===== config.mk =====
export PLATFORM = sky130hd
export DESIGN_NAME = pciu_top
export DESIGN_NICKNAME = d
export VERILOG_FILES = /design/src/pciu_top.v
export VERILOG_INCLUDE_DIRS = /design/src /design/src/pkg
export SDC_FILE = /design/constraint.sdc
export NUM_CORES = 1
export LEC_CHECK = 0
export ABC_AREA = 1
export BUFFER_PORTS_ARGS = -buffer_cell sky130_fd_sc_hd__buf_4
export CORE_ASPECT_RATIO = 1.1
export CORE_MARGIN = 2
export CORE_UTILIZATION = 52
export DETAILED_ROUTE_END_ITERATION = 16
export MAX_ROUTING_LAYER = met4
export PLACE_DENSITY_LB_ADDON = 0.08
export RECOVER_POWER = 25
export SYNTH_ARGS = -nofsm -noshare
export SYNTH_HDL_FRONTEND = slang
export SYNTH_SLANG_ARGS = --single-unit

===== constraint.sdc =====
create_clock -name ref_clk_in -period 1.85 [get_ports ref_clk_in]
set_clock_uncertainty 0.05 [all_clocks]
set_input_delay 0.185 -clock ref_clk_in [delete_from_list [all_inputs] [get_ports ref_clk_in]]
set_output_delay 0.185 -clock ref_clk_in [all_outputs]
set_load 0.05 [all_outputs]

===== src/pkg/pciu_defs.vh =====
// register map, field positions and reset values of the pin change unit
`ifndef PCIU_DEFS_VH
`define PCIU_DEFS_VH
`define PCIU_ADDR_W 12
`define PCIU_OFF_A_FLAG 12'hf05
`define PCIU_OFF_A_FALL 12'hf06
`define PCIU_OFF_A_RISE 12'hf07
`define PCIU_OFF_B_FLAG 12'hf0d
`define PCIU_OFF_B_FALL 12'hf0e
`define PCIU_OFF_B_RISE 12'hf0f
`define PCIU_OFF_C_FLAG 12'hf15
`define PCIU_OFF_C_FALL 12'hf16
`define PCIU_OFF_C_RISE 12'hf17
`define PCIU_OFF_E_FLAG 12'hf22
`define PCIU_OFF_E_FALL 12'hf23
`define PCIU_OFF_E_RISE 12'hf24
`define PCIU_OFF_CTRL 12'hf30
`define PCIU_OFF_STATUS 12'hf31
`define PCIU_OFF_INT_STAT 12'hf32
`define PCIU_OFF_INT_MASK 12'hf33
`define PCIU_E_PIN 3
`define PCIU_E_MASK 8'h08
`define PCIU_CTRL_MASTER_EN 0
`define PCIU_STATUS_SUMMARY 0
`define PCIU_STATUS_E3_OFF 1
`define PCIU_INT_FLAG_A 0
`define PCIU_INT_FLAG_B 1
`define PCIU_INT_FLAG_C 2
`define PCIU_INT_FLAG_E 3
`define PCIU_RST_BYTE 8'h00
`define PCIU_UNMAPPED_DATA 32'h00000000
`endif


===== src/pciu_top.v =====
// pin change interrupt unit with avalon-mm register slave
// Functional notes
// - every pin of ports a, b, c and port e pin 3 can flag changes.
// - with master enable clear, flags still set and irq_out can rise, but no change_int_out.
// - rising edge detected only while pin's rise enable bit is set.
// - falling edge detected only while pin's fall enable bit is set.
// - both enables set detects either edge, each sets the flag.
// - enabled edge sets pin flag; interrupt raised when master enable set.
// - summary flag is OR of all pin flags, not stored separately.
// - software clears a flag by writing zero; hardware sets it.
// - edge during a flag write leaves that flag set afterwards.
// - with master enable set, a change event wakes the device.
// - flags updated during sleep before first instruction after wake.
// - port e implements only bit 3 in flags and enables.
// - master clear or low voltage programming disables port e pin 3.
//
// The implementer's own choice: register access over Avalon-MM.
`timescale 1ns/1ps
`include "pciu_defs.vh"
module pciu_top #(
  parameter PORT_W = 8
) (
  input wire ref_clk_in,
  input wire rstn_in,
  input wire clk_en_in,
  input wire [PORT_W-1:0] port_a_in,
  input wire [PORT_W-1:0] port_b_in,
  input wire [PORT_W-1:0] port_c_in,
  input wire port_e_pin3_in,
  input wire master_clear_pin_enable_in,
  input wire low_voltage_programming_enable_in,
  input wire [`PCIU_ADDR_W-1:0] avs_address_in,
  input wire avs_read_in,
  input wire avs_write_in,
  input wire [31:0] avs_writedata_in,
  input wire [3:0] avs_byteenable_in,
  output reg [31:0] avs_readdata_out,
  output reg avs_waitrequest_out,
  output reg change_int_out,
  output reg wake_out,
  output reg change_int_summary_flag_out,
  output reg irq_out
);

  // bus answer states
  localparam ST_IDLE = 2'b01;
  localparam ST_DONE = 2'b10;

  reg [1:0] state;
  reg [PORT_W-1:0] sync1_a, sync2_a, prev_a;
  reg [PORT_W-1:0] sync1_b, sync2_b, prev_b;
  reg [PORT_W-1:0] sync1_c, sync2_c, prev_c;
  reg sync1_e, sync2_e, prev_e;
  reg [PORT_W-1:0] port_a_change_flags, port_a_fall_enable;
  reg [PORT_W-1:0] port_a_rise_enable;
  reg [PORT_W-1:0] port_b_change_flags, port_b_fall_enable;
  reg [PORT_W-1:0] port_b_rise_enable;
  reg [PORT_W-1:0] port_c_change_flags, port_c_fall_enable;
  reg [PORT_W-1:0] port_c_rise_enable;
  reg port_e_pin3_flag, port_e_pin3_fall_enable, port_e_pin3_rise_enable;
  reg change_int_master_enable;
  reg [3:0] int_stat;
  reg [3:0] int_mask;

  wire [PORT_W-1:0] edge_a, edge_b, edge_c;
  wire edge_e, e3_off, bus_req, wr_hit, rd_hit, byte0;
  wire [7:0] wbyte;
  reg [PORT_W-1:0] next_flag_a, next_flag_b, next_flag_c;
  reg next_flag_e;
  reg [31:0] next_rdata;
  wire summary;

  assign bus_req = (avs_read_in | avs_write_in) & (state == ST_IDLE);
  assign wr_hit = avs_write_in & (state == ST_IDLE);
  assign rd_hit = avs_read_in & (state == ST_IDLE);
  assign byte0 = avs_byteenable_in[0];
  assign wbyte = avs_writedata_in[7:0];

  assign e3_off = master_clear_pin_enable_in |
                  low_voltage_programming_enable_in;

  assign edge_a = (sync2_a & ~prev_a & port_a_rise_enable) |
                  (~sync2_a & prev_a & port_a_fall_enable);
  assign edge_b = (sync2_b & ~prev_b & port_b_rise_enable) |
                  (~sync2_b & prev_b & port_b_fall_enable);
  assign edge_c = (sync2_c & ~prev_c & port_c_rise_enable) |
                  (~sync2_c & prev_c & port_c_fall_enable);
  assign edge_e = ~e3_off &
                  ((sync2_e & ~prev_e & port_e_pin3_rise_enable) |
                   (~sync2_e & prev_e & port_e_pin3_fall_enable));

  assign summary = (|port_a_change_flags) | (|port_b_change_flags) |
                   (|port_c_change_flags) | port_e_pin3_flag;

  // flag next values: write of zero clears, edge sets and wins
  always @* begin
    next_flag_a = port_a_change_flags;
    next_flag_b = port_b_change_flags;
    next_flag_c = port_c_change_flags;
    next_flag_e = port_e_pin3_flag;
    if (wr_hit && byte0) begin
      case (avs_address_in)
        `PCIU_OFF_A_FLAG: next_flag_a = port_a_change_flags & wbyte;
        `PCIU_OFF_B_FLAG: next_flag_b = port_b_change_flags & wbyte;
        `PCIU_OFF_C_FLAG: next_flag_c = port_c_change_flags & wbyte;
        `PCIU_OFF_E_FLAG:
          next_flag_e = port_e_pin3_flag & wbyte[`PCIU_E_PIN];
        default: next_flag_e = port_e_pin3_flag;
      endcase
    end
    next_flag_a = next_flag_a | edge_a;
    next_flag_b = next_flag_b | edge_b;
    next_flag_c = next_flag_c | edge_c;
    next_flag_e = next_flag_e | edge_e;
  end

  always @* begin
    next_rdata = `PCIU_UNMAPPED_DATA;
    case (avs_address_in)
      `PCIU_OFF_A_FLAG: next_rdata[7:0] = port_a_change_flags;
      `PCIU_OFF_A_FALL: next_rdata[7:0] = port_a_fall_enable;
      `PCIU_OFF_A_RISE: next_rdata[7:0] = port_a_rise_enable;
      `PCIU_OFF_B_FLAG: next_rdata[7:0] = port_b_change_flags;
      `PCIU_OFF_B_FALL: next_rdata[7:0] = port_b_fall_enable;
      `PCIU_OFF_B_RISE: next_rdata[7:0] = port_b_rise_enable;
      `PCIU_OFF_C_FLAG: next_rdata[7:0] = port_c_change_flags;
      `PCIU_OFF_C_FALL: next_rdata[7:0] = port_c_fall_enable;
      `PCIU_OFF_C_RISE: next_rdata[7:0] = port_c_rise_enable;
      `PCIU_OFF_E_FLAG: next_rdata[`PCIU_E_PIN] = port_e_pin3_flag;
      `PCIU_OFF_E_FALL: next_rdata[`PCIU_E_PIN] = port_e_pin3_fall_enable;
      `PCIU_OFF_E_RISE: next_rdata[`PCIU_E_PIN] = port_e_pin3_rise_enable;
      `PCIU_OFF_CTRL:
        next_rdata[`PCIU_CTRL_MASTER_EN] = change_int_master_enable;
      `PCIU_OFF_STATUS: begin
        next_rdata[`PCIU_STATUS_SUMMARY] = summary;
        next_rdata[`PCIU_STATUS_E3_OFF] = e3_off;
      end
      `PCIU_OFF_INT_STAT: next_rdata[3:0] = int_stat;
      `PCIU_OFF_INT_MASK: next_rdata[3:0] = int_mask;
      default: next_rdata = `PCIU_UNMAPPED_DATA;
    endcase
  end

  always @(posedge ref_clk_in or negedge rstn_in) begin
    if (!rstn_in) begin
      state <= ST_IDLE;
      sync1_a <= {PORT_W{1'b0}};
      sync2_a <= {PORT_W{1'b0}};
      prev_a <= {PORT_W{1'b0}};
      sync1_b <= {PORT_W{1'b0}};
      sync2_b <= {PORT_W{1'b0}};
      prev_b <= {PORT_W{1'b0}};
      sync1_c <= {PORT_W{1'b0}};
      sync2_c <= {PORT_W{1'b0}};
      prev_c <= {PORT_W{1'b0}};
      sync1_e <= 1'b0;
      sync2_e <= 1'b0;
      prev_e <= 1'b0;
      port_a_change_flags <= {PORT_W{1'b0}};
      port_a_fall_enable <= {PORT_W{1'b0}};
      port_a_rise_enable <= {PORT_W{1'b0}};
      port_b_change_flags <= {PORT_W{1'b0}};
      port_b_fall_enable <= {PORT_W{1'b0}};
      port_b_rise_enable <= {PORT_W{1'b0}};
      port_c_change_flags <= {PORT_W{1'b0}};
      port_c_fall_enable <= {PORT_W{1'b0}};
      port_c_rise_enable <= {PORT_W{1'b0}};
      port_e_pin3_flag <= 1'b0;
      port_e_pin3_fall_enable <= 1'b0;
      port_e_pin3_rise_enable <= 1'b0;
      change_int_master_enable <= 1'b0;
      int_stat <= 4'h0;
      int_mask <= 4'h0;
      avs_readdata_out <= 32'h00000000;
      avs_waitrequest_out <= 1'b1;
      change_int_out <= 1'b0;
      wake_out <= 1'b0;
      change_int_summary_flag_out <= 1'b0;
      irq_out <= 1'b0;
    end else if (clk_en_in) begin
      sync1_a <= port_a_in;
      sync2_a <= sync1_a;
      prev_a <= sync2_a;
      sync1_b <= port_b_in;
      sync2_b <= sync1_b;
      prev_b <= sync2_b;
      sync1_c <= port_c_in;
      sync2_c <= sync1_c;
      prev_c <= sync2_c;
      sync1_e <= port_e_pin3_in;
      sync2_e <= sync1_e;
      prev_e <= sync2_e;

      port_a_change_flags <= next_flag_a;
      port_b_change_flags <= next_flag_b;
      port_c_change_flags <= next_flag_c;
      port_e_pin3_flag <= next_flag_e;

      // one cycle answer: waitrequest low in the cycle after request
      case (state)
        ST_IDLE: begin
          if (bus_req) begin
            state <= ST_DONE;
            avs_waitrequest_out <= 1'b0;
            avs_readdata_out <= rd_hit ? next_rdata : 32'h00000000;
          end else begin
            avs_waitrequest_out <= 1'b1;
          end
        end
        ST_DONE: begin
          state <= ST_IDLE;
          avs_waitrequest_out <= 1'b1;
        end
        default: begin
          state <= ST_IDLE;
          avs_waitrequest_out <= 1'b1;
        end
      endcase

      if (wr_hit && byte0) begin
        case (avs_address_in)
          `PCIU_OFF_A_FALL: port_a_fall_enable <= wbyte;
          `PCIU_OFF_A_RISE: port_a_rise_enable <= wbyte;
          `PCIU_OFF_B_FALL: port_b_fall_enable <= wbyte;
          `PCIU_OFF_B_RISE: port_b_rise_enable <= wbyte;
          `PCIU_OFF_C_FALL: port_c_fall_enable <= wbyte;
          `PCIU_OFF_C_RISE: port_c_rise_enable <= wbyte;
          `PCIU_OFF_E_FALL: port_e_pin3_fall_enable <= wbyte[`PCIU_E_PIN];
          `PCIU_OFF_E_RISE: port_e_pin3_rise_enable <= wbyte[`PCIU_E_PIN];
          `PCIU_OFF_CTRL:
            change_int_master_enable <= wbyte[`PCIU_CTRL_MASTER_EN];
          `PCIU_OFF_INT_MASK: int_mask <= wbyte[3:0];
          default: int_mask <= int_mask;
        endcase
      end

      // sticky per-port events; a read clears, a new event wins
      if (rd_hit && avs_address_in == `PCIU_OFF_INT_STAT)
        int_stat <= {edge_e, |edge_c, |edge_b, |edge_a};
      else
        int_stat <= int_stat | {edge_e, |edge_c, |edge_b, |edge_a};

      change_int_out <= change_int_master_enable &
                        ((|next_flag_a) | (|next_flag_b) |
                         (|next_flag_c) | next_flag_e);
      wake_out <= change_int_master_enable &
                  ((|edge_a) | (|edge_b) | (|edge_c) | edge_e);
      change_int_summary_flag_out <= (|next_flag_a) | (|next_flag_b) |
                                     (|next_flag_c) | next_flag_e;
      irq_out <= |(int_stat & int_mask);
    end
  end

endmodule // pciu_top


# Word-level counts from Yosys, hierarchy flattened
# Cells that the tools add are included.
# W data, S select, Z words.
dict set report word_totals {
  wordCells 151
  reg_bits 198
  input_bits 80
}
dict set report classes {
  reduce_logical 24
  n_bitwise 56
  eq_ne 18
  mux 19
}
# cell count
set op_table {}
lappend op_table {{$eq A12 B12 Y1 const B} 16}
lappend op_table {{$and A8 B8 Y8} 15}
lappend op_table {{$reduce_or A8 Y1} 9}
lappend op_table {{$mux W8} 7}
lappend op_table {{$not A8 Y8} 6}
lappend op_table {{$or A8 B8 Y8} 6}
lappend op_table {{$pmux W4 S9} 1}
lappend op_table {{$reduce_and A3 Y1} 11}
lappend op_table {{$pmux W1 S14} 1}
lappend op_table {{$or A1 B1 Y1} 13}
lappend op_table {{$pmux W1 S13} 1}
lappend op_table {{$pmux W1 S12} 1}
lappend op_table {{$and A1 B1 Y1} 11}
lappend op_table {{$pmux W1 S11} 1}
lappend op_table {{$and A4 B4 Y4} 1}
lappend op_table {{$mux W1} 4}
lappend op_table {{$mux W2} 2}
lappend op_table {{$mux W4} 1}
lappend op_table {{$or A4 B4 Y4} 1}
lappend op_table {{$reduce_or A4 Y1} 1}
lappend op_table {{$not A1 Y1} 3}
lappend op_table {{$eq A2 B1 Y1 const B} 1}
lappend op_table {{$logic_and A1 B1 Y1} 2}
lappend op_table {{$ne A2 B2 Y1 const B} 1}
lappend op_table {{$reduce_and A2 Y1} 1}

# Logic depth before layout (Yosys ltp)
# Gate-level depths: netlist (run 1).
dict set report depth {
  word_depth 10
  depth_mapped 14
  ltp_nobuf 14
}

# Worst setup path after synthesis (run 1)
# OpenSTA, ideal clock, no wires.
dict set report synth_path {
  kind {register -> register}
  start {register state[0]}
  end {register change_int_out}
  synth_period_minus_slack_ns 1.827
  t_arrival_ns 1.659
  stages_incl_launch_ff 14
  required_time_ns 1.682
  path_buffers 0
  setup_time_ns 0.118
  slack_ns 0.023
  cell_sequence {dfstp_2 > inv_1 > nor2_2 > nand2_1 > nor2_1 > nand3_1 > a21oi_2 > nand2_1 > nor2_1 > nand2_1 > nor2_1 > nand2_1 > nand3_1 > nand2_1}
}
dict set report synth_between {
  elab_chain_cells 10
  word_cells_on_any_way 18
}
# item line_no
set synth_lines {}
lappend synth_lines {{start: declaration} pciu_top.v:49} ;# reg [1:0] state;
lappend synth_lines {{start signal: assignment} pciu_top.v:146} ;# state <= ST_IDLE;
lappend synth_lines {{start signal: assignment} pciu_top.v:203} ;# state <= ST_DONE;
lappend synth_lines {{start signal: assignment} pciu_top.v:211} ;# state <= ST_IDLE;
lappend synth_lines {{$eq A2 B1 Y1 (*)} pciu_top.v:74} ;# assign wr_hit = avs_write_in & (state == ST_IDLE);
lappend synth_lines {{$and A1 B1 Y1 (*)} pciu_top.v:74}
lappend synth_lines {{$logic_and A1 B1 Y1 (*)} pciu_top.v:101} ;# if (wr_hit && byte0) begin
lappend synth_lines {{$mux W8} pciu_top.v:101}
lappend synth_lines {{$or A8 B8 Y8, on equally long branches} {pciu_top.v:111, pciu_top.v:112}}
lappend synth_lines {{$reduce_or A8 Y1} pciu_top.v:244} ;# ((|next_flag_a) | (|next_flag_b) |
lappend synth_lines {{$or A1 B1 Y1 (2 in a row)} pciu_top.v:244}
lappend synth_lines {{$or A1 B1 Y1 (*)} pciu_top.v:245} ;# (|next_flag_c) | next_flag_e);
lappend synth_lines {{$and A1 B1 Y1 (*)} pciu_top.v:243} ;# change_int_out <= change_int_master_enable &
lappend synth_lines {{end signal: assignment} pciu_top.v:243}
lappend synth_lines {{end: declaration} pciu_top.v:39} ;# output reg change_int_out,
# Mark *: on every way between the ends. The rest lies on a longest branch, timed or not.
# A chain may end at the register's enable or synchronous reset.

# Worst setup path after layout (run 1)
dict set report layout_path {
  start {register state[0]}
  end {register port_b_rise_enable[1]}
}
dict set report layout_between {
  elab_chain_cells 4
}
# item line_no
set layout_lines {}
lappend layout_lines {{$eq A2 B1 Y1} pciu_top.v:74}
lappend layout_lines {{$and A1 B1 Y1} pciu_top.v:74}
lappend layout_lines {{$logic_and A1 B1 Y1} pciu_top.v:220} ;# if (wr_hit && byte0) begin
lappend layout_lines {{$reduce_and A3 Y1 (no source line)} n/a}
lappend layout_lines {{end signal: assignment} pciu_top.v:164} ;# port_b_rise_enable <= {PORT_W{1'b0}};
lappend layout_lines {{end signal: assignment} pciu_top.v:225} ;# `PCIU_OFF_B_RISE: port_b_rise_enable <= wbyte;
lappend layout_lines {{end: declaration} pciu_top.v:57} ;# reg [PORT_W-1:0] port_b_rise_enable;
# No other way between the ends.

==> flow_summary.yaml, run 1 <==
place:
  port_buffers: 65
  post_dp_cell_area_sq_mm: 0.01006
  dp.cells: 1444
  pre_cts_slack_ps: -218.3
  place_hpwl_um: 20450
  gp_congestion: 1.023
die:
  die_h_um: 139.6
  dieArea_sq_mm: 0.01777
  core-area_sq_mm: 0.01637
  rows: 49
  initial_utilization_pct: 53.10
  io_pins: 117
  die_w_um: 127.3
finish:
  design_area_sq_mm: 0.01158
  layout-area-overhead-vs-synth_pct: 33.22
  antenna_cells: 0
  layout.cells.non_filler: 1511
  fillCellCount: 1279
  drive_gt1_share_pct: 26.70
  nNetsFinal: 1374
setup_path:
  critical-path-max-stage-delay_ps: 540
  arrival_ps: 2340
  slowest_stage: "dfstp_2"
  crit_type: "register to register"
  cp_cell_sequence: "inv_2, nor2_4, nand2_4, buf_6, buf_4, nor2_4, buf_12, nand2_8, buf_12, nand2_2, o21ai_1"
  cp.required_ps: 2100
  setup.worst_path.start_class: "register"
  endpoint_kind: "register"
  crit_fanout: 8
route:
  drtPass1Iterations: 6
  top_layer: "met4"
  wl_um: 28870
  drt_iter0_drc: 802
  antenna_left: 0
  viasPerCell: 5.490
  route.detailed.drc: 0
  wl_met1_um: 11820
  vias: 8296
  wl_met3_um: 1623
  wl_per_cell_um: 19.11
  wl_met2_um: 14380
global_route:
  grt_pass1_wl_um: 44170
  grt_max_degree: 130
  overflow: 0
  antenna_found_initial: 0
  grt_pass1_vias: 8022
  grt_util_all_layers_pct: 34.04
timing:
  layout_setup_ws_ps: -238.1
  setup_viol: 55
  hold_viol: 0
  rsz0062_at_grt: "true"
  slew_violations: 0
  maxSlewHeadroom_pct: 16.51
  fin_crit_sh_pct: 112.9
  fin_crit_ps: 2088
  worst_pin_slew_ps: 1252
  fmax_mhz: 478.9
yosys:
  synthArstFlopShare_pct: 100.0
  ys_seq_elements: 174
  netlist_area_sq_mm: 0.008692
  postSynthCellCount: 1109
  yosys_warnings: 0
  synth-edff-count: 0
  yosysSeqAreaShare_pct: 50.12
  synth_area_leaders: "dfrtp_1 50%, nand2_1 16%, o21ai_0 7.4%"
  synth_top_area_share_pct: 49.52
  synth_area_leader_cell: "dfrtp_1"
  synth-main-ff-cell: "dfrtp_1"
  avgSynthCellArea_sq_um: 7.838
  ys_types: 45
min_path:
  hold_path_class: "input pin to register"
clock_network:
  clk-insertion-delay-late_ps: 440
  clockBufferDepth: 2
  clock_sink_count: 174
  cts_tree: "yes"
  h-tree-depth: 4
  clk_pin_slew_ps: 70
  cts_buffers: 17
  cts_root_buf: "clkbuf_16"
power_and_ir_drop:
  p_leak_nw: 5.630
  power_density_mw_per_mm2: 783.5
  max-vdd-ir-drop_v: 0.0006441
outcome:
  status: "finished with violations"
  violations: "setup timing"
flow_run:
  max_cap_violations: 0
[cells in the mapped netlist (2+ instances only)]
cell type and instances:
a211oi_1 2, buf_2 3, inv_2 9, nand4_1 12
nand2_1 372, o21ai_0 128, o2bb2ai_1 2, buf_6 4
o21ai_1 2, clkbuf_1 25, o31ai_1 11, dfrtp_1 172
a31oi_1 10, nor2_2 4, a21oi_1 17, nand2_2 4
nand3_1 64, a21oi_2 4, dfstp_2 2, nand2_4 3
inv_1 104, a221oi_1 4, o22ai_1 11, a22oi_1 4
buf_1 4, buf_4 25, nor4_1 6, nor3_1 15
nor2_1 59, nand3_2 5, nor2_4 8
[cell type report]
class | count | area, sq um | area share (%)
inverter | 113 | 424.2 | 3.663
clock buffer | 17 | 425.4 | 3.674
clock inverter | 15 | 153.9 | 1.329
sequential | 174 | 4357 | 37.62
timing repair buffer | 204 | 1824 | 15.75
multi-input combinational | 784 | 4140 | 35.75
tap | 204 | 255.2 | 2.204
[cell usage in the layout, fill, tap and decap left out, types with 12 or more instances in the layout]
master / count
nand2_4: 19
nand4_1: 12
buf_4: 151
nand2_2: 38
o21ai_1: 32
dlygate4sd3_1: 27
clkbuf_16: 18
nand2_1: 315
nor3_1: 14
o21ai_0: 76
inv_1: 100
o21ai_2: 22
conb_1: 24
nor2_1: 51
nor2_4: 15
a21oi_1: 15
inv_2: 13
nand3_1: 64
dfrtp_1: 172
[stage by stage]
step	hold WS [ps]	setup TNS, ps	power [mW]	util (%)
finish	48.61	-9658	9.073	70.74
global route	84.23	-20810	9.433	70.74
CTS	42.08	-1424	9.054	67.19
detailed placement	3.582	-7074	5.449	61.47
global placement	2.014	-5625	5.428	61.47
floorplan	-160.6	0	4.941	-
[routing by layer]
metal	vias to the layer above	global-route usage, %
li1	3932	-
met1	3956	43.16
met2	340	54.91
met3	68	5.921
met4	0	12.72
met5	-	-
[kinds of logic after synthesis]
| group | after synthesis | synth area share [%] |
|---|---|---|
| AOI/OAI and AO/OA | 203 | 13.23 |
| DFF | 174 | 50.12 |
| and+or+nand+nor | 557 | 27.62 |
| buffers and inverters | 174 | 8.982 |
| other | 1 | 0.04314 |
[worst max-delay path, delay by kind of cell (launching register included)]
kind	cells	cell delay, ps
buffers and inverters	5	760
AOI/OAI and AO/OA	1	60
DFF	1	540
and+or+nand+nor	5	530
[report_power, final]
group | leakage [nW] | internal, mW | switching [mW]
Sequential | 2.28 | 4.06 | 0.189
Clock | 0.274 | 1.79 | 1.74
Combinational | 3.08 | 0.457 | 0.842
Total | 5.63 | 6.31 | 2.77
[path summary, 6_finish.rpt]
kind	startpoint	end	slack (ps)	cells after the start
max in group asynchronous	rstn_in	sync1_a[7]	110	3
hold / removal	avs_read_in	state[0]	50	4
min in group asynchronous	rstn_in	prev_b[2]	500	2
hold reg to reg	sync1_c[2]	sync1_c[2]	420	2
setup reg to reg	state[0]	port_b_rise_enable[1]	-240	11
setup / recovery	state[0]	port_b_rise_enable[1]	-240	11
[timing repair]
item,in CTS,in global routing
gates cloned,0,2
hold buffers,27,0
endpoints found under the setup margin,55,57
hold endpoints to repair,198,0
pin swaps,9,14
resized for setup,25,192
buffers inserted,1,5
[state kept, by name, indices dropped and copies added (netlist names), 2 cells and up]
register	cells
int_stat	4
sync1_b	8
port_b_fall_enable	8
port_c_rise_enable	8
avs_readdata_out	8
port_a_fall_enable	8
sync1_c	8
port_a_change_flags	8
sync2_a	8
sync1_a	8
port_a_rise_enable	8
port_c_fall_enable	8
prev_a	8
int_mask	4
port_b_rise_enable	8
sync2_b	8
port_b_change_flags	8
sync2_c	8
prev_c	8
port_c_change_flags	8
state	2
prev_b	8
Power figures use the tool's default switching activity.
==> run 2: changes to the inputs <==
--- a/config.mk
+++ b/config.mk
@@ -11,10 +11,13 @@
 export CORE_ASPECT_RATIO = 1.1
 export CORE_MARGIN = 2
 export CORE_UTILIZATION = 52
+export CTS_CLUSTER_SIZE = 24
 export DETAILED_ROUTE_END_ITERATION = 16
 export MAX_ROUTING_LAYER = met4
 export PLACE_DENSITY_LB_ADDON = 0.08
 export RECOVER_POWER = 25
+export REMOVE_ABC_BUFFERS = 1
+export SETUP_SLACK_MARGIN = 0.3
 export SYNTH_ARGS = -nofsm -noshare
 export SYNTH_HDL_FRONTEND = slang
 export SYNTH_SLANG_ARGS = --single-unit
==> flow_summary.yaml, run 2 (synthesis results as in run 1) <==
setup_path:
  crit_fanout: 6
  critPathBufInv: 1
  cp_common_cell: "nand2_1"
  r2r-end: "change_int_out"
  r2r_start: "state[0]"
  cp.required_ps: 2120
  r2r_cells: 13
  slowest_stage: "dfstp_2"
  critical-path-max-stage-delay_ps: 540
  endpoint_kind: "register"
  cp_top_family: "simple AND/OR/NAND/NOR gates"
  cp_cell_sequence: "inv_2, nor2_4, nand2_8, nor2_4, nand3_1, a21oi_2, nand2_1, nor2_1, nand2_1, nor2_2, nand2_1, nand3_1, nand2_1"
  crit_type: "register to register"
  setup.worst_path.start_class: "register"
  r2r_slack_ps: -100
  arrival_ps: 2220
global_route:
  antenna_found_initial: 0
  grt_pass1_vias: 7881
  grt_pass1_wl_um: 41030
  grt_util_all_layers_pct: 31.01
  overflow: 0
  grt_max_degree: 96
route:
  wl_per_cell_um: 17.21
  antenna_left: 0
  drt_iter0_drc: 633
  vias: 8154
  wl_um: 26280
  drtPass1Iterations: 5
  viasPerCell: 5.340
  route.detailed.drc: 0
timing:
  worst_pin_slew_ps: 1191
  slew_violations: 0
  maxSlewHeadroom_pct: 20.61
  fin_hold_ws_ps: 97.72
  rsz0062_at_grt: "true"
  fin_crit_ps: 1954
  setup_viol: 51
  fmax_mhz: 511.7
  layout_setup_ws_ps: -104.5
  fin_crit_sh_pct: 105.6
  hold_viol: 0
finish:
  multiInputGateArea_sq_mm: 0.004035
  layout-area-overhead-vs-synth_pct: 31.99
  nNetsFinal: 1390
  fillCellCount: 1355
  final_core_util_pct: 70.08
  seq_area_sq_mm: 0.004359
  drive_gt1_share_pct: 26.76
  antenna_cells: 0
  layout_common_cells: "354 x nand2_1, 178 x buf_4, 170 x dfrtp_1"
  final_common_cell: "nand2_1"
clock_network:
  clk_pin_slew_ps: 70
  cts_buffers: 17
  clk-insertion-delay-late_ps: 430
  clock_sink_count: 174
  cts_root_buf: "clkbuf_16"
  clockBufferDepth: 2
  cts_tree: "yes"
  h-tree-depth: 4
outcome:
  violations: "setup timing"
  status: "finished with violations"
power_and_ir_drop:
  max-vdd-ir-drop_v: 0.0006181
  p_leak_nw: 5.639
  power_density_mw_per_mm2: 794.5
min_path:
  hold_path_class: "input pin to register"
  holdPathStages: 3
  hold_end: "port_a_rise_enable[6]"
  min_from: "avs_writedata_in[6]"
flow_run:
  max_cap_violations: 0
place:
  port_buffers: 65
  gp_congestion: 0.9309
  place_hpwl_um: 19300
die:
  io_pins: 117
  dieArea_sq_mm: 0.01777
  die_h_um: 139.6
  rows: 49
  initial_utilization_pct: 53.10
  die_w_um: 127.3
  core-area_sq_mm: 0.01637
==> run 2: worst min-delay path, delay by kind of cell <==
| kind | cells | cell delay, ps |
|---|---|---|
| buffers and inverters | 2 | 210 |
| AOI/OAI and AO/OA | 1 | 150 |
==> run 2: worst max path at each step <==
stage / startpoint / end / slack [ps] / depth (start not counted)
floorplan: clk_en_in / port_a_fall_enable[0] / -540 / 4
global placement: state[0] / change_int_out / -230 / 13
detailed placement: state[0] / change_int_out / -290 / 13
CTS: state[0] / change_int_out / -110 / 14
global route: state[0] / change_int_out / -240 / 14
finish: state[0] / change_int_out / -100 / 13
==> run 2: power by group <==
part / switching [mW] / total, mW / internal [mW] / leakage, nW
clock network: 1.59 / 3.51 / 1.92 / 0.276
registers: 0.191 / 4.25 / 4.06 / 2.28
logic: 0.833 / 1.35 / 0.517 / 3.09
total: 2.62 / 9.12 / 6.50 / 5.64
==> run 2: area by class of cell <==
cell class,instances,area share [%]
sequential,174,38.00
multi-input combinational,785,35.17
timing repair buffer,219,15.96
clock buffer,19,3.861
inverter,113,3.697
tap,204,2.225
clock inverter,13,1.091
==> run 2: layer usage <==
metal	up-vias	global-route usage, %	part of all wire [%]	wire [um]
li1	3975	-	-	-
met1	3835	40.24	44	11440
met2	283	48.97	47	12400
met3	61	5.229	5.4	1410
met4	0	11.80	3.9	1022
met5	-	-	0	0
==> run 2: stage by stage <==
step           total power [mW]  std cells  setup TNS [ps]  worst slack (ps)  cell area [sq um]
2_1_floorplan             4.861       1071          -29810            -542.2               8422
3_3_place_gp              5.393       1443           -4381            -233.8              10050
3_5_place_dp              5.415       1443           -5336            -291.5              10050
4_1_cts                   9.039       1508           -2230            -108.9              11070
5_1_grt                   9.489       1527           -8013            -236.9              11470
6_report                  9.115       1527           -3007            -104.5              11470
==> run 2: timing repair <==
item	in CTS	in global routing
hold buffers	26	0
endpoints found under the setup margin	87	89
buffers inserted	7	18
pin swaps	11	26
endpoints found under the hold margin	85	0
gates resized for setup	45	83
cloned	0	1
==> run 3: changes to the inputs <==
--- a/config.mk
+++ b/config.mk
@@ -7,12 +7,13 @@
 export NUM_CORES = 1
 export LEC_CHECK = 0
 export ABC_AREA = 1
-export BUFFER_PORTS_ARGS = -buffer_cell sky130_fd_sc_hd__buf_4
 export CORE_ASPECT_RATIO = 1.1
 export CORE_MARGIN = 2
-export CORE_UTILIZATION = 52
+export CORE_UTILIZATION = 35
 export CTS_CLUSTER_SIZE = 24
 export DETAILED_ROUTE_END_ITERATION = 16
+export DONT_BUFFER_PORTS = 1
+export HOLD_SLACK_MARGIN = 0.06
 export MAX_ROUTING_LAYER = met4
 export PLACE_DENSITY_LB_ADDON = 0.08
 export RECOVER_POWER = 25
==> flow_summary.yaml, run 3 (synthesis results as in run 1) <==
route:
  vias: 8226
  route.detailed.drc: 0
  wl_per_cell_um: 18.59
  antenna_left: 0
  viasPerCell: 5.013
  drtPass1Iterations: 5
  drt_iter0_drc: 445
  wl_um: 30510
clock_network:
  cts_root_buf: "clkbuf_16"
  clock_sink_count: 174
  clk_pin_slew_ps: 80
  cts_tree: "yes"
  cts_buffers: 17
  clockBufferDepth: 2
  h-tree-depth: 4
  clk-insertion-delay-late_ps: 440
place:
  port_buffers: 0
  pre_cts_slack_ps: -297.8
  gp_congestion: 0.8936
  place_hpwl_um: 19990
  dp.cells: 1470
die:
  die_h_um: 169.3
  dieArea_sq_mm: 0.02611
  core-area_sq_mm: 0.02440
  rows: 60
  io_pins: 117
  initial_utilization_pct: 35.63
  die_w_um: 154.3
setup_path:
  setup.worst_path.start_class: "register"
  cp.required_ps: 2100
  cp-startpoint: "state[0]"
  endpoint_kind: "register"
  crit_type: "register to register"
  r2r-end: "port_b_fall_enable[3]"
  r2r_slack_ps: -200
  r2r_cells: 12
  r2r_start: "state[0]"
  arrival_ps: 2300
  crit_fanout: 7
  crit_end: "port_b_fall_enable[3]"
finish:
  layout-area-overhead-vs-synth_pct: 43.57
  drive_gt1_share_pct: 29.17
  layout_common_cells: "297 x nand2_1, 168 x dfrtp_1, 98 x dlygate4sd3_1"
  final_common_cell: "nand2_1"
  nNetsFinal: 1397
  layout.cells.non_filler: 1641
  final_core_util_pct: 51.15
global_route:
  grt_pass1_vias: 7957
  grt_util_all_layers_pct: 24.04
  overflow: 0
  antenna_found_initial: 1
  grt_max_degree: 175
  grt_pass1_wl_um: 46020
timing:
  fmax_mhz: 486.8
  fin_crit_sh_pct: 111.0
  maxSlewHeadroom_pct: 50.86
  slew_violations: 0
  rsz0062_at_grt: "true"
  setup_viol: 54
  fin_crit_ps: 2054
  hold_viol: 174
  worst_pin_slew_ps: 736.3
  layout_setup_ws_ps: -204.3
  fin_hold_ws_ps: -611.0
power_and_ir_drop:
  power_density_mw_per_mm2: 752.4
  max-vdd-ir-drop_v: 0.0005150
  p_leak_nw: 5.774
  total_power_mw: 9.390
flow_run:
  max_cap_violations: 0
outcome:
  violations: "hold timing, setup timing"
  status: "finished with violations"
min_path:
  hold_path_class: "input pin to asynchronous set/reset pin"
run 3: cell types whose count changed in the layout (fill, tap and decap cells not counted), moves of 7 or more:
| cell | change |
|---|---|
| buf_4 | -82 |
| nand2_4 | +19 |
| o21ai_1 | +21 |
| nand2_2 | +32 |
| o21ai_2 | +28 |
| buf_6 | +12 |
| nand2_1 | -57 |
| dlygate4sd3_1 | +72 |
| o21ai_0 | -49 |
| inv_1 | -7 |
run 3: timing repair:
| item | 4_1_cts | 5_1_grt |
|---|---|---|
| hold buffers | 98 | 1 |
| pin swaps | 8 | 41 |
| hold endpoints to repair | 301 | 176 |
| gates cloned | 4 | 2 |
| setup endpoints to repair | 88 | 95 |
| resized for setup | 122 | 204 |
| setup buffers | 10 | 23 |
run 3: stage by stage:
| step | hold WS (ps) | setup TNS (ps) | cell area (sq um) |
|---|---|---|---|
| global placement | -150.6 | -6329 | 9565 |
| global route | -628.8 | -12250 | 12480 |
| CTS | -623.3 | -1942 | 11590 |
| detailed placement | -149.5 | -9593 | 9565 |
| floorplan | -160.6 | -29810 | 8422 |
| finish | -611.0 | -7643 | 12480 |
run 3: worst max-delay path, stage by stage, from the launching register on:
cell	delay, ps
dfstp_2	560
inv_2	50
nor2_4	110
nand2_4	140
buf_6	150
buf_6	110
nor2_4	120
buf_6	130
buf_12	150
nand2_8	90
buf_12	150
nand2_2	40
o21ai_1	50
run 3: area by class of cell:
cell class	instances	area (sq um)
Clock inverter	14	177.7
Timing Repair Buffer	227	2237
Multi-Input combinational cell	784	4457
Clock buffer	18	429.2
Antenna cell	1	2.502
Fill cell	2387	11920
Tap cell	310	387.9
Sequential cell	174	4362
Inverter	113	426.7
run 3: how the worst min path moves through the flow:
stage,end,slack (ps),cells past startpoint
finish,sync2_b[0],-610,0
detailed placement,sync1_b[0],-150,0
global placement,sync1_b[0],-150,0
global route,sync1_b[0],-630,0
floorplan,avs_readdata_out[0],-160,0
CTS,sync1_b[0],-620,0
run 3: metal layers:
metal  GRT usage (%)  share of wire [%]
met1           31.37                 45
met5               -                  0
met4           6.562                2.3
met2           39.44                 49
met3           3.524                3.6
run 3: power breakdown:
group,leakage [nW],switching [mW],internal [mW]
logic,3.21,0.736,0.574
clock network,0.294,1.75,2.05
registers,2.27,0.222,4.06
